File: config.mk
export PLATFORM = sky130hd
export DESIGN_NAME = csf_flags
export DESIGN_NICKNAME = d
export VERILOG_FILES = /design/src/hw/csf_pkg.sv /design/src/hw/csf_flags.sv
export SDC_FILE = /design/constraint.sdc
export NUM_CORES = 1
export LEC_CHECK = 0
export ABC_AREA = 1
export BUFFER_PORTS_ARGS = -buffer_cell sky130_fd_sc_hd__clkbuf_2
export CAP_MARGIN = 10
export CORE_ASPECT_RATIO = 1.75
export CORE_UTILIZATION = 55
export CTS_CLUSTER_DIAMETER = 150
export DETAILED_ROUTE_END_ITERATION = 10
export PLACE_DENSITY = 0.88
export SLEW_MARGIN = 20
export SYNTH_ARGS = -nofsm -noshare
export SYNTH_HDL_FRONTEND = slang
export SYNTH_SLANG_ARGS = --single-unit
File: constraint.sdc
create_clock -name clk -period 2.1 [get_ports clk]
set_input_delay 0.42 -clock clk [delete_from_list [all_inputs] [get_ports clk]]
set_output_delay 0.42 -clock clk [all_outputs]
set_load 0.03 [all_outputs]
File: src/hw/csf_pkg.sv
// shared constants of the controller system flag block
package csf_pkg;
  // clock and time base
  localparam int CLK_PERIOD_NS = 10;
  localparam int BASE_TICK_NS = 100000;
  localparam logic [3:0] SUB_PER_MS = 4'h9;
  localparam logic [3:0] DEC_WRAP = 4'h9;
  // square wave half periods in ms: 5ms, 50ms, 500ms, 30s for the 10ms, 100ms, 1s, 1min waves
  localparam logic [3:0][14:0] SQ_HALF_MS = {15'h7530, 15'h01F4, 15'h0032, 15'h0005};
  // year offset for four digit display
  localparam logic [11:0] YEAR_BASE = 12'h7D0;
  // matrix range
  localparam logic [8:0] MATRIX_LAST = 9'h0FF;
  // register byte addresses
  localparam logic [7:0] ADDR_CTRL = 8'h00;
  localparam logic [7:0] ADDR_STATUS = 8'h04;
  localparam logic [7:0] ADDR_MATRIX = 8'h08;
  localparam logic [7:0] ADDR_HOSTCODE = 8'h0C;
  // control register fields
  localparam int C_YEAR = 0;
  localparam int C_MIDBASE = 1;
  localparam int C_UPRES = 2;
  localparam int C_PWM2 = 3;
  localparam int C_PWM4 = 4;
  localparam int C_PAUSE = 5;
  localparam int C_PWLVL = 6;
  localparam int C_MMODE = 7;
  localparam int C_PINC = 8;
  localparam int C_RUN = 9;
  // status register fields
  localparam int S_RUN = 0;
  localparam int S_RUNINV = 1;
  localparam int S_FSPOS = 2;
  localparam int S_FSNEG = 3;
  localparam int S_ERR = 4;
  localparam int S_WDT = 5;
  localparam int S_SQ = 6;
  localparam int S_MEND = 10;
  localparam int S_MSTART = 11;
  localparam int S_MFOUND = 12;
  localparam int S_MPERR = 13;
  localparam int S_HOSTERR = 14;
  localparam int S_OPSTATE = 15;
endpackage

File: src/hw/csf_flags.sv
// system flag bits of the scan engine with an apb register slave
// Overview of operation
// - run indicator on while running, off at reset and after stop
// - inverted run contact is the complement of the run indicator
// - positive first-scan pulse high for exactly the first scan after run
// - negative first-scan pulse low for exactly the first scan after run
// - error flag sets on error, clears at reset and stop-to-run
// - watchdog flag sets on timeout, clears at reset and stop-to-run
// - free-running 10 ms square wave, equal halves, off at reset
// - free-running 100 ms square wave, 50 ms high and 50 ms low
// - free-running 1 s square wave, half a second each level
// - free-running 1 min square wave, thirty seconds each level
// - year shows two digits, or two digits plus 2000 when selected
// - mid timer group ticks at 100 ms, or 10 ms when selected
// - upper timer group ticks at 10 ms, or 1 ms when selected
// - pwm bases for second and fourth outputs: 100 us selected, else 1 ms
// - operating state bit on in run, set at run, cleared at stop
// - immediate pause halts second output at once, cleared at stop-to-run
// - seventh input width measured in on level or off level by mode
// - matrix compare looks for equal bits or for differing bits
// - end flag at last bit, start flag when compare starts at bit zero
// - matching bit stops the search and sets the found flag
// - pointer error flag while pointer lies beyond the valid range
// - pointer increment adds one to the matrix pointer
// - illegal host request sets the host error flag and stores its code
//
// Local design decisions: the placing of the registers and the APB register port.
module csf_flags #(
  parameter int PRE_CYCLES = csf_pkg::BASE_TICK_NS / csf_pkg::CLK_PERIOD_NS
) (
  // clock and reset
  input wire logic clk,
  input wire logic sys_rst,
  // apb slave
  input wire logic psel,
  input wire logic penable,
  input wire logic pwrite,
  input wire logic [7:0] paddr,
  input wire logic [31:0] pwdata,
  output logic [31:0] prdata,
  output logic pready,
  output logic pslverr,
  // scan engine events
  input wire logic runSwitch,
  input wire logic scanEnd,
  input wire logic errorEvent,
  input wire logic watchdogTimeout,
  input wire logic hostReqError,
  input wire logic [15:0] hostErrCode,
  // run flags
  output logic runIndicatorContact,
  output logic runIndicatorInverted,
  output logic firstScanPulsePos,
  output logic firstScanPulseNeg,
  output logic operatingStateBit,
  // clock pulse bits
  output logic tick10msSquare,
  output logic tick100msSquare,
  output logic tick1sSquare,
  output logic tick1minSquare,
  // timer and pwm time bases, one-cycle pulses
  output logic midTimerTick,
  output logic upperTimerTick,
  output logic pwmSecondOutputTick,
  output logic pwmFourthOutputTick,
  // pulse output and input measurement
  output logic secondOutputHalt,
  input wire logic seventhInput,
  output logic pulseWidthGate,
  // calendar year
  input wire logic [6:0] yearDigits,
  output logic [11:0] yearValue,
  // matrix compare engine
  input wire logic matrixStart,
  input wire logic matrixDataBit,
  input wire logic matrixRefBit,
  output logic [8:0] matrixPointer,
  output logic matrixSearching
);
  import csf_pkg::*;

  localparam logic [13:0] PRE_WRAP = 14'(PRE_CYCLES - 1);

  typedef struct packed {
    logic [31:0] rdata;
    logic runReq;
    logic runSwPrev;
    logic running;
    logic firstScan;
    logic errFlag;
    logic wdtFlag;
    logic hostErr;
    logic [15:0] hostCode;
    logic [9:0] ctrl;
    logic [13:0] preCnt;
    logic [3:0] subCnt;
    logic [3:0] cnt10;
    logic [3:0] cnt100;
    logic t100us;
    logic t1ms;
    logic t10ms;
    logic t100ms;
    logic [3:0] sq;
    logic [3:0][14:0] sqCnt;
    logic searching;
    logic [8:0] ptr;
    logic mEnd;
    logic mStart;
    logic mFound;
  } csf_state_t;

  csf_state_t s_q;
  csf_state_t s_d;
  logic wrAcc;
  logic rdSetup;
  logic toRun;
  logic toStop;
  logic match;
  logic ptrErr;
  logic [31:0] ctrlView;
  logic [31:0] statView;

  // bus decode; every access completes in its first access cycle
  assign pready = 1'b1;
  assign wrAcc = psel && penable && pwrite;
  assign rdSetup = psel && !penable && !pwrite;
  assign pslverr = psel && penable && (paddr != ADDR_CTRL) && (paddr != ADDR_STATUS)
                   && (paddr != ADDR_MATRIX) && (paddr != ADDR_HOSTCODE);

  // run state edges, taken from the registered request
  assign toRun = s_q.runReq && !s_q.running;
  assign toStop = !s_q.runReq && s_q.running;

  // equal search or differing search
  assign match = s_q.ctrl[C_MMODE] ? (matrixDataBit == matrixRefBit)
                                   : (matrixDataBit != matrixRefBit);
  assign ptrErr = s_q.ptr > MATRIX_LAST;

  // register views; increment bit is an action and reads zero
  always_comb begin
    ctrlView = '0;
    ctrlView[C_RUN:0] = s_q.ctrl;
    ctrlView[C_PINC] = 1'b0;
    statView = '0;
    statView[S_RUN] = s_q.running;
    statView[S_RUNINV] = !s_q.running;
    statView[S_FSPOS] = s_q.firstScan;
    statView[S_FSNEG] = !s_q.firstScan;
    statView[S_ERR] = s_q.errFlag;
    statView[S_WDT] = s_q.wdtFlag;
    statView[S_SQ +: 4] = s_q.sq;
    statView[S_MEND] = s_q.mEnd;
    statView[S_MSTART] = s_q.mStart;
    statView[S_MFOUND] = s_q.mFound;
    statView[S_MPERR] = ptrErr;
    statView[S_HOSTERR] = s_q.hostErr;
    statView[S_OPSTATE] = s_q.running;
  end

  // next state
  always_comb begin
    s_d = s_q;
    // read data latched in setup so it is stable for the access cycle
    if (rdSetup) begin
      unique case (paddr)
        ADDR_CTRL: s_d.rdata = ctrlView;
        ADDR_STATUS: s_d.rdata = statView;
        ADDR_MATRIX: s_d.rdata = {23'h000000, s_q.ptr};
        ADDR_HOSTCODE: s_d.rdata = {16'h0000, s_q.hostCode};
        default: s_d.rdata = '0;
      endcase
    end
    // run request follows switch edges, software writes override
    s_d.runSwPrev = runSwitch;
    if (runSwitch && !s_q.runSwPrev) begin
      s_d.runReq = 1'b1;
    end else if (!runSwitch && s_q.runSwPrev) begin
      s_d.runReq = 1'b0;
    end
    s_d.ctrl[C_PINC] = 1'b0;
    if (toRun) begin
      s_d.ctrl[C_PAUSE] = 1'b0;
    end
    if (wrAcc && paddr == ADDR_CTRL) begin
      s_d.ctrl = pwdata[C_RUN:0];
      s_d.runReq = pwdata[C_RUN];
    end
    s_d.running = s_q.runReq;
    // first scan lasts until the first end of scan after run
    if (toRun) begin
      s_d.firstScan = 1'b1;
    end else if (toStop || (scanEnd && s_q.running)) begin
      s_d.firstScan = 1'b0;
    end
    // sticky error flags; an event in the clearing cycle wins
    if (toRun) begin
      s_d.errFlag = 1'b0;
      s_d.wdtFlag = 1'b0;
    end
    if (errorEvent) begin
      s_d.errFlag = 1'b1;
    end
    if (watchdogTimeout) begin
      s_d.wdtFlag = 1'b1;
    end
    if (hostReqError) begin
      s_d.hostErr = 1'b1;
      s_d.hostCode = hostErrCode;
    end
    // time base, never reset by run or stop so the pulses stay periodic
    // a stop keeps the phase, so timers restarted in the next run see no glitch
    s_d.t100us = s_q.preCnt == PRE_WRAP;
    s_d.preCnt = s_d.t100us ? '0 : s_q.preCnt + 14'h0001;
    s_d.t1ms = s_q.t100us && s_q.subCnt == SUB_PER_MS;
    if (s_q.t100us) begin
      s_d.subCnt = (s_q.subCnt == SUB_PER_MS) ? '0 : s_q.subCnt + 4'h1;
    end
    s_d.t10ms = s_q.t1ms && s_q.cnt10 == DEC_WRAP;
    if (s_q.t1ms) begin
      s_d.cnt10 = (s_q.cnt10 == DEC_WRAP) ? '0 : s_q.cnt10 + 4'h1;
    end
    s_d.t100ms = s_q.t10ms && s_q.cnt100 == DEC_WRAP;
    if (s_q.t10ms) begin
      s_d.cnt100 = (s_q.cnt100 == DEC_WRAP) ? '0 : s_q.cnt100 + 4'h1;
    end
    // square waves toggle every half period counted in ms
    for (int i = 0; i < 4; i++) begin
      if (s_q.t1ms) begin
        if (s_q.sqCnt[i] == SQ_HALF_MS[i] - 15'h0001) begin
          s_d.sqCnt[i] = '0;
          s_d.sq[i] = !s_q.sq[i];
        end else begin
          s_d.sqCnt[i] = s_q.sqCnt[i] + 15'h0001;
        end
      end
    end
    // matrix search engine, one bit per clock
    if (toRun) begin
      s_d.mEnd = 1'b0;
      s_d.mStart = 1'b0;
      s_d.mFound = 1'b0;
      s_d.searching = 1'b0;
    end
    if (matrixStart) begin
      s_d.ptr = '0;
      s_d.mStart = 1'b1;
      s_d.mEnd = 1'b0;
      s_d.mFound = 1'b0;
      s_d.searching = 1'b1;
    end else if (s_q.searching) begin
      if (match) begin
        s_d.mFound = 1'b1;
        s_d.searching = 1'b0;
      end else if (s_q.ptr >= MATRIX_LAST) begin
        s_d.mEnd = 1'b1;
        s_d.searching = 1'b0;
      end else begin
        s_d.ptr = s_q.ptr + 9'h001;
      end
    end else if (wrAcc && paddr == ADDR_CTRL && pwdata[C_PINC]) begin
      s_d.ptr = s_q.ptr + 9'h001;
    end
  end

  // state register
  always_ff @(posedge clk) begin
    if (sys_rst) begin
      s_q <= '0;
    end else begin
      s_q <= s_d;
    end
  end

  // outputs
  assign prdata = s_q.rdata;
  assign runIndicatorContact = s_q.running;
  assign runIndicatorInverted = !s_q.running;
  assign firstScanPulsePos = s_q.firstScan;
  assign firstScanPulseNeg = !s_q.firstScan;
  assign operatingStateBit = s_q.running;
  assign tick10msSquare = s_q.sq[0];
  assign tick100msSquare = s_q.sq[1];
  assign tick1sSquare = s_q.sq[2];
  assign tick1minSquare = s_q.sq[3];
  assign midTimerTick = s_q.ctrl[C_MIDBASE] ? s_q.t10ms : s_q.t100ms;
  assign upperTimerTick = s_q.ctrl[C_UPRES] ? s_q.t1ms : s_q.t10ms;
  assign pwmSecondOutputTick = s_q.ctrl[C_PWM2] ? s_q.t100us : s_q.t1ms;
  assign pwmFourthOutputTick = s_q.ctrl[C_PWM4] ? s_q.t100us : s_q.t1ms;
  assign secondOutputHalt = s_q.ctrl[C_PAUSE];
  assign pulseWidthGate = seventhInput == s_q.ctrl[C_PWLVL];
  // digits are binary 0..99, so the sum never exceeds twelve bits
  assign yearValue = s_q.ctrl[C_YEAR] ? YEAR_BASE + {5'h00, yearDigits}
                                      : {5'h00, yearDigits};
  assign matrixPointer = s_q.ptr;
  assign matrixSearching = s_q.searching;
endmodule

==> run summary, run 1 <==
I/O pins = 148
Root Driver = clkbuf_16
Clock power share = 46.5%
Final Util = 63.38%
Max Fclk = 508.8 MHz
Fill cells = 1191
Htree depth = 4
GR Util met3 = 5.062%
Grt peak-use layer = met2
Clock Pin Slew Worst Setup and Hold Paths = 0.07 ns
Vias in the first global route = 7130
Final Non-Filler Cells = 1382
Die X = 91.73 um
IO Port Bufs = 100
Syn Std Cell Area = 0.007749 mm^2
CTS tree = built
Core area = 0.01384 mm^2
Crit path DAT = 1.55 ns
WL per Instance = 14.03 um
P_leak = 3.692 nW
First-pass GRT wire length = 31.06 mm
CP endpoint kind = output port
Die area = 0.01459 mm^2
Internal Power = 4.673 mW
Slew Limit Headroom = 65.10%
CP startpoint kind = flop
Synth Register Bits = 155
Final Cell Area = 0.008770 mm^2
Total gr overflow = 0
GR Util All Layers = 26.57%
Net Switching = 1.682 mW
Status = complete, no violations
Fin crit share = 93.58%
Iter 0 DRT Violations = 323
Setup violators final = 0
Met1 Resource Use GR = 26.16%
Global placement routability congestion = 0.9299
Share of total power in sequential cells = 47.4%
Most common cell after layout, fill and taps aside = nand2_1
Synth unique cells = 41
Antenna cells = 0
Max cap viols = 0
WP data required = 1.68 ns
Final setup margin = 0.1348 ns
P&R area growth vs syn = 13.18%
Combinational group share of total power = 6.2%
Commonest non-fill, non-tap cells in the layout = nand2_1 (205), nor2_1 (173), dfxtp_1 (155)
Clock Tree Buf Depth = 2
CP Class = flop to output port
Dpl hpwl = 13.90 mm
Sequential share of the synthesized area = 40.05%
Dpl ws = 0.1754 ns
Cts hold-fix bufs = 0
Share of cells above drive strength 1 = 15.52%
Main synth FF type = dfxtp_1
Initial antenna violation count = 0
# DRC = 0
Power per cell area = 724.6 mW/mm^2
Slew @ Worst Pin = 0.5229 ns
Routed vias/inst = 5.413
Total count of hold-check failures in the final report = 0
Total Nets Final = 1281
Number of synthesized flops with an enable pin = 0
Final number of max-transition violations = 0
VDD IR max = 0.0004628 V
Num rows = 57
Routed vias = 7481
Post-DRT Antenna Nets = 0
Clk_skew = 0.01183 ns
YS warnings = 0
Final Routed Wirelength = 19.40 mm
Crit path max fanout = 22
HP Class = input pin to flop
Gate Count Post-Synth = 1114
Initial Util = 56.00%
Dpl cells = 1350
Cts bufs inserted = 17
Clock latency at the later pin of the worst-skew pair = 0.43 ns
Met2 usage = 49.35%
CTS sink count = 155
Min Clock Period, post-route = 1.965 ns
First-pass DRT Iterations = 7
Synth Area per Inst = 6.956 um^2
Power, Total = 6.354 mW
Die H = 159.0 um
Sw Share = 26.47%
Async set-reset flop share out of synthesis = 0%
Largest net degree at the start of global routing = 29
Post-DP Area = 0.008193 mm^2
[logic make-up (layout without fill, tap and decap cells)]
kind of cell,count (synthesis),count (layout),share of synthesized area [%]
AND/OR/NAND/NOR,538,538,30.45
buffers and inverters,213,289,13.05
AO/OA/AOI/OAI,166,166,11.25
flip-flops,155,155,40.05
XOR/XNOR,28,28,3.165
adder cells (fa/ha/maj),12,12,1.938
other,2,17,0.09692
[cells in the mapped netlist (5+ instances only)]
library cell / number / area share [%]
a211oi_1: 5 / 0.48
a21oi_1: 88 / 5.7
buf_2: 7 / 0.45
buf_4: 54 / 5.2
clkbuf_1: 14 / 0.68
dfxtp_1: 155 / 40
ha_1: 12 / 1.9
inv_1: 133 / 6.4
nand2_1: 205 / 9.9
nand3_1: 79 / 5.1
nand4_1: 14 / 1.1
nor2_1: 173 / 8.4
nor2_2: 6 / 0.48
nor3_1: 30 / 1.9
nor3_2: 6 / 0.78
o21ai_0: 62 / 4.0
or2_2: 5 / 0.40
xnor2_1: 6 / 0.68
xor2_1: 22 / 2.5
[worst max-delay path: stages, from the launching register on]
cell	delay (ns)
dfxtp_1	0.35
buf_4	0.28
nand2_1	0.08
o21ai_0	0.14
clkbuf_2	0.27
[per-stage QoR]
step,hold slack [ns],TNS (ns)
after detailed placement,0.4493,0
after floorplan,0.4175,0
after global routing,0.2057,-0.0003482
after global placement,0.4328,0
after CTS,0.1880,0
final,0.2015,0
[state kept, by name, indices dropped and copies added (netlist names)]
signal	cells
tick10msSquare	1
secondOutputHalt	1
prdata	16
tick100msSquare	1
s_q	113
firstScanPulsePos	1
operatingStateBit	1
matrixPointer	9
ctrlView	8
matrixSearching	1
s_d	1
tick1sSquare	1
tick1minSquare	1
[power groups by stage]
stage / clock (mW) / sequential, mW / combinational [mW]
5_1_grt: 3.11 / 3.01 / 0.427
2_1_floorplan: 0 / 3.08 / 0.285
3_3_place_gp: 0 / 3.07 / 0.376
4_1_cts: 2.99 / 3.01 / 0.388
3_5_place_dp: 0 / 3.08 / 0.385
6_report: 2.95 / 3.01 / 0.391
[what timing repair did]
item,4_1_cts,5_1_grt
gates resized for setup,0,1
endpoints found under the setup margin,0,5
setup buffers,0,0
[layout make-up]
cell class / instances / area [um^2] / share of cell area [%]
timing repair buffer: 120 / 663.1 / 7.562
inverter: 137 / 514.2 / 5.864
sequential: 155 / 3103 / 35.38
clock buffer: 17 / 425.4 / 4.851
clock inverter: 15 / 146.4 / 1.669
multi-input combinational: 761 / 3696 / 42.15
tap: 177 / 221.5 / 2.525
[path summary, 6_finish.rpt]
kind / startpoint / to / slack (ns) / cells past startpoint
max: s_q[79]$_SDFF_PP0_ / upperTimerTick / 0.13 / 4
max reg2reg: matrixPointer[0]$_SDFFE_PP0P_ / matrixPointer[0]$_SDFFE_PP0P_ / 0.15 / 12
min: runSwitch / s_q[138]$_SDFF_PP0_ / 0.20 / 3
min reg2reg: s_q[93]$_SDFF_PP0_ / s_q[93]$_SDFF_PP0_ / 0.46 / 1
[routing by layer]
metal  part of all wire (%)  wire length (um)
met2                     53             10300
met1                     36              6988
met4                    5.2              1014
met5                      0                 0
met3                    5.7              1096
(Power assumes the default switching activity.)
==> inputs of run 2 (changes only) <==
==> constraint.sdc (replaced) <==
create_clock -name clk -period 2.1 [get_ports clk]
set_input_delay 0.105 -clock clk [delete_from_list [all_inputs] [get_ports clk]]
set_output_delay 0.105 -clock clk [all_outputs]
set_load 0.03 [all_outputs]
==> run 2 against run 1 <==
Effect of this change:
- count of clock-buffer cells in the layout rose by 2
- final area grew 2.8%
- largest power group unchanged
- clock power grew 2%
- worst hold slack lost 0.19 ns
- total power is 1.5% higher
- combinational power up 11%
- maximum frequency rose by 2.7%
- die area stayed put
- global-route usage grew 1.2 points
- utilization up 1.8 points
- critical endpoint is now matrixPointer[8]$_SDFFE_PP0P_
- sequential power barely moved
==> run summary, run 2 (synthesis results as in run 1) <==
Share of cells above drive strength 1 = 14.94% (-0.58 points)
Root Driver = clkbuf_16
Slew Limit Headroom = 58.13% (-7.0 points)
Net Switching = 1.622 mW (-3.5%)
Vias in the first global route = 7163 (+0.46%)
Slew @ Worst Pin = 0.6274 ns (+0.1046 ns)
CTS tree = built
Total count of hold-check failures in the final report = 0 (unchanged)
Total Nets Final = 1301 (+1.6%)
Reg with most FFs = s_q
Worst setup path startpoint = matrixPointer[1]$_SDFFE_PP0P_
Post-CTS setup buffer count = 0 (unchanged)
Worst r2r path cells = 12 (unchanged)
Max Fclk = 522.8 MHz (+2.7%)
Max reg flops = 113 (unchanged)
Post-DRT Antenna Nets = 0 (unchanged)
WP data required = 2.47 ns (+0.79 ns)
Worst reg2reg startpoint = matrixPointer[1]$_SDFFE_PP0P_
CTS sink count = 155 (unchanged)
Hold EP = s_q[124]$_SDFFE_PP0P_
I/O pins = 148 (unchanged)
Die X = 91.73 um (unchanged)
Largest net degree at the start of global routing = 43 (+48%)
Clk_skew = 0.009451 ns (-0.002382 ns)
First-pass GRT wire length = 32.34 mm (+4.1%)
Min Clock Period, post-route = 1.913 ns (-0.05255 ns)
First-pass DRT Iterations = 6 (-1)
Setup violators final = 0 (unchanged)
Sw Share = 25.16% (-1.3 points)
Most common cell after layout, fill and taps aside = nand2_1
Worst min-delay path startpoint = hostErrCode[7]
HP Class = input pin to flop
Initial Util = 56.00% (unchanged)
Htree depth = 4 (unchanged)
Combinational group share of total power = 6.8% (+0.6 points)
Power per cell area = 715.3 mW/mm^2 (-1.3%)
Die H = 159.0 um (unchanged)
IO Port Bufs = 100 (unchanged)
Initial antenna violation count = 0 (unchanged)
WL per Instance = 14.00 um (-0.26%)
Clock latency at the later pin of the worst-skew pair = 0.43 ns (about the same)
Die area = 0.01459 mm^2 (unchanged)
R2R Path End = matrixPointer[8]$_SDFFE_PP0P_
Internal Power = 4.825 mW (+3.3%)
Power, Total = 6.447 mW (+1.5%)
Routed vias = 7539 (+0.78%)
Num rows = 57 (unchanged)
P&R area growth vs syn = 16.32%
Dpl hpwl = 13.97 mm (+0.51%)
Worst R2R Setup Slack = 0.19 ns (+0.04 ns)
Antenna cells = 0 (unchanged)
Fin crit share = 91.08% (-2.5 points)
Iter 0 DRT Violations = 506 (+57%)
Commonest non-fill, non-tap cells in the layout = nand2_1 (205), nor2_1 (172), dfxtp_1 (154)
Routed vias/inst = 5.377 (-0.66%)
Crit path max fanout = 5 (-77%)
Clock power share = 46.6% (about the same)
# DRC = 0 (unchanged)
Final number of max-transition violations = 0 (unchanged)
CP Class = flop to flop
Share of total power in sequential cells = 46.7% (-0.7 points)
Setup tns final = 0 ns (unchanged)
Final Routed Wirelength = 19.63 mm (+1.2%)
Total gr overflow = 0 (unchanged)
P_leak = 3.781 nW (+2.4%)
Clock Pin Slew Worst Setup and Hold Paths = 0.06 ns (about the same)
Max cap viols = 0 (unchanged)
Crit path DAT = 2.28 ns (+0.73 ns)
Clock Tree Buf Depth = 2 (unchanged)
GR Util All Layers = 27.80% (+1.2 points)
Cts bufs inserted = 17 (unchanged)
Status = complete, no violations
Hold Path Stages = 3 (unchanged)
CP endpoint kind = flop
Global placement routability congestion = 0.9430 (+1.4%)
Core area = 0.01384 mm^2 (unchanged)
VDD IR max = 0.0005303 V (+15%)
CP startpoint kind = flop
-- run 2: changes by cell type in the layout (fill, tap and decap cells not counted), moves of 2 or more --
cell / change
buf_4: -8
clkinvlp_4: -2
dlygate4sd3_1: +27
ha_1: -2
ha_2: +2
inv_8: -3
-- run 2: worst max path at each step --
stage                                          endpoint  slack [ns]  cells past startpoint
after floorplan           matrixPointer[7]$_SDFFE_PP0P_        0.39                     12
after global placement    matrixPointer[1]$_SDFFE_PP0P_        0.24                     12
after detailed placement  matrixPointer[8]$_SDFFE_PP0P_        0.12                     12
after CTS                 matrixPointer[8]$_SDFFE_PP0P_         0.1                     12
after global routing      matrixPointer[1]$_SDFFE_PP0P_       -0.05                     12
final                     matrixPointer[8]$_SDFFE_PP0P_        0.19                     12
-- run 2: metal layers --
layer / up-vias / wire [um] / track usage [%]
li1: 3710 / - / -
met1: 3439 / 6890 / 27.32
met2: 316 / 10120 / 50.03
met3: 74 / 1327 / 6.638
met4: 0 / 1290 / 19.89
met5: - / 0 / 0
-- run 2: layout make-up --
| class | count | area [um^2] |
|---|---|---|
| sequential | 155 | 3104 |
| fill | 1133 | 4822 |
| multi-input combinational | 761 | 3704 |
| clock inverter | 13 | 133.9 |
| timing repair buffer | 140 | 893.4 |
| tap | 177 | 221.5 |
| inverter | 137 | 514.2 |
| clock buffer | 19 | 442.9 |
-- run 2: timing repair --
action,4_1_cts,5_1_grt
resized for setup,0,5
endpoints found under the hold margin,28,0
endpoints found under the setup margin,0,6
hold buffers,27,0
-- run 2: through the flow --
stage	hold slack, ns	instance area [um^2]	cells	util [%]	setup slack, ns
after floorplan	0.2120	7805	1129	-	0.3914
after global placement	0.2102	8153	1343	58.93	0.2437
after detailed placement	0.2102	8153	1343	58.93	0.1214
after CTS	0.0003202	9000	1402	65.05	0.09986
after global routing	0.05232	9014	1402	65.15	-0.05073
final	0.008601	9014	1402	65.15	0.1873
-- run 2: critical path, cell delays in order (launching register included) --
cell and delay (ns):
dfxtp_2 0.36, ha_2 0.20, nand2_1 0.08, nor2_2 0.16, inv_1 0.09, nor3_2 0.15
ha_2 0.23, inv_1 0.04, nand3_1 0.13, nor2_1 0.11, nor2_4 0.15, a21oi_1 0.06
nor2_1 0.09
-- run 2: power groups by stage --
| stage | registers (mW) | clock network (mW) | logic, mW |
|---|---|---|---|
| after floorplan | 3.08 | 0 | 0.285 |
| after global placement | 3.07 | 0 | 0.377 |
| after detailed placement | 3.07 | 0 | 0.385 |
| after CTS | 3.01 | 3.04 | 0.429 |
| after global routing | 3.01 | 3.17 | 0.476 |
| final | 3.01 | 3.00 | 0.435 |
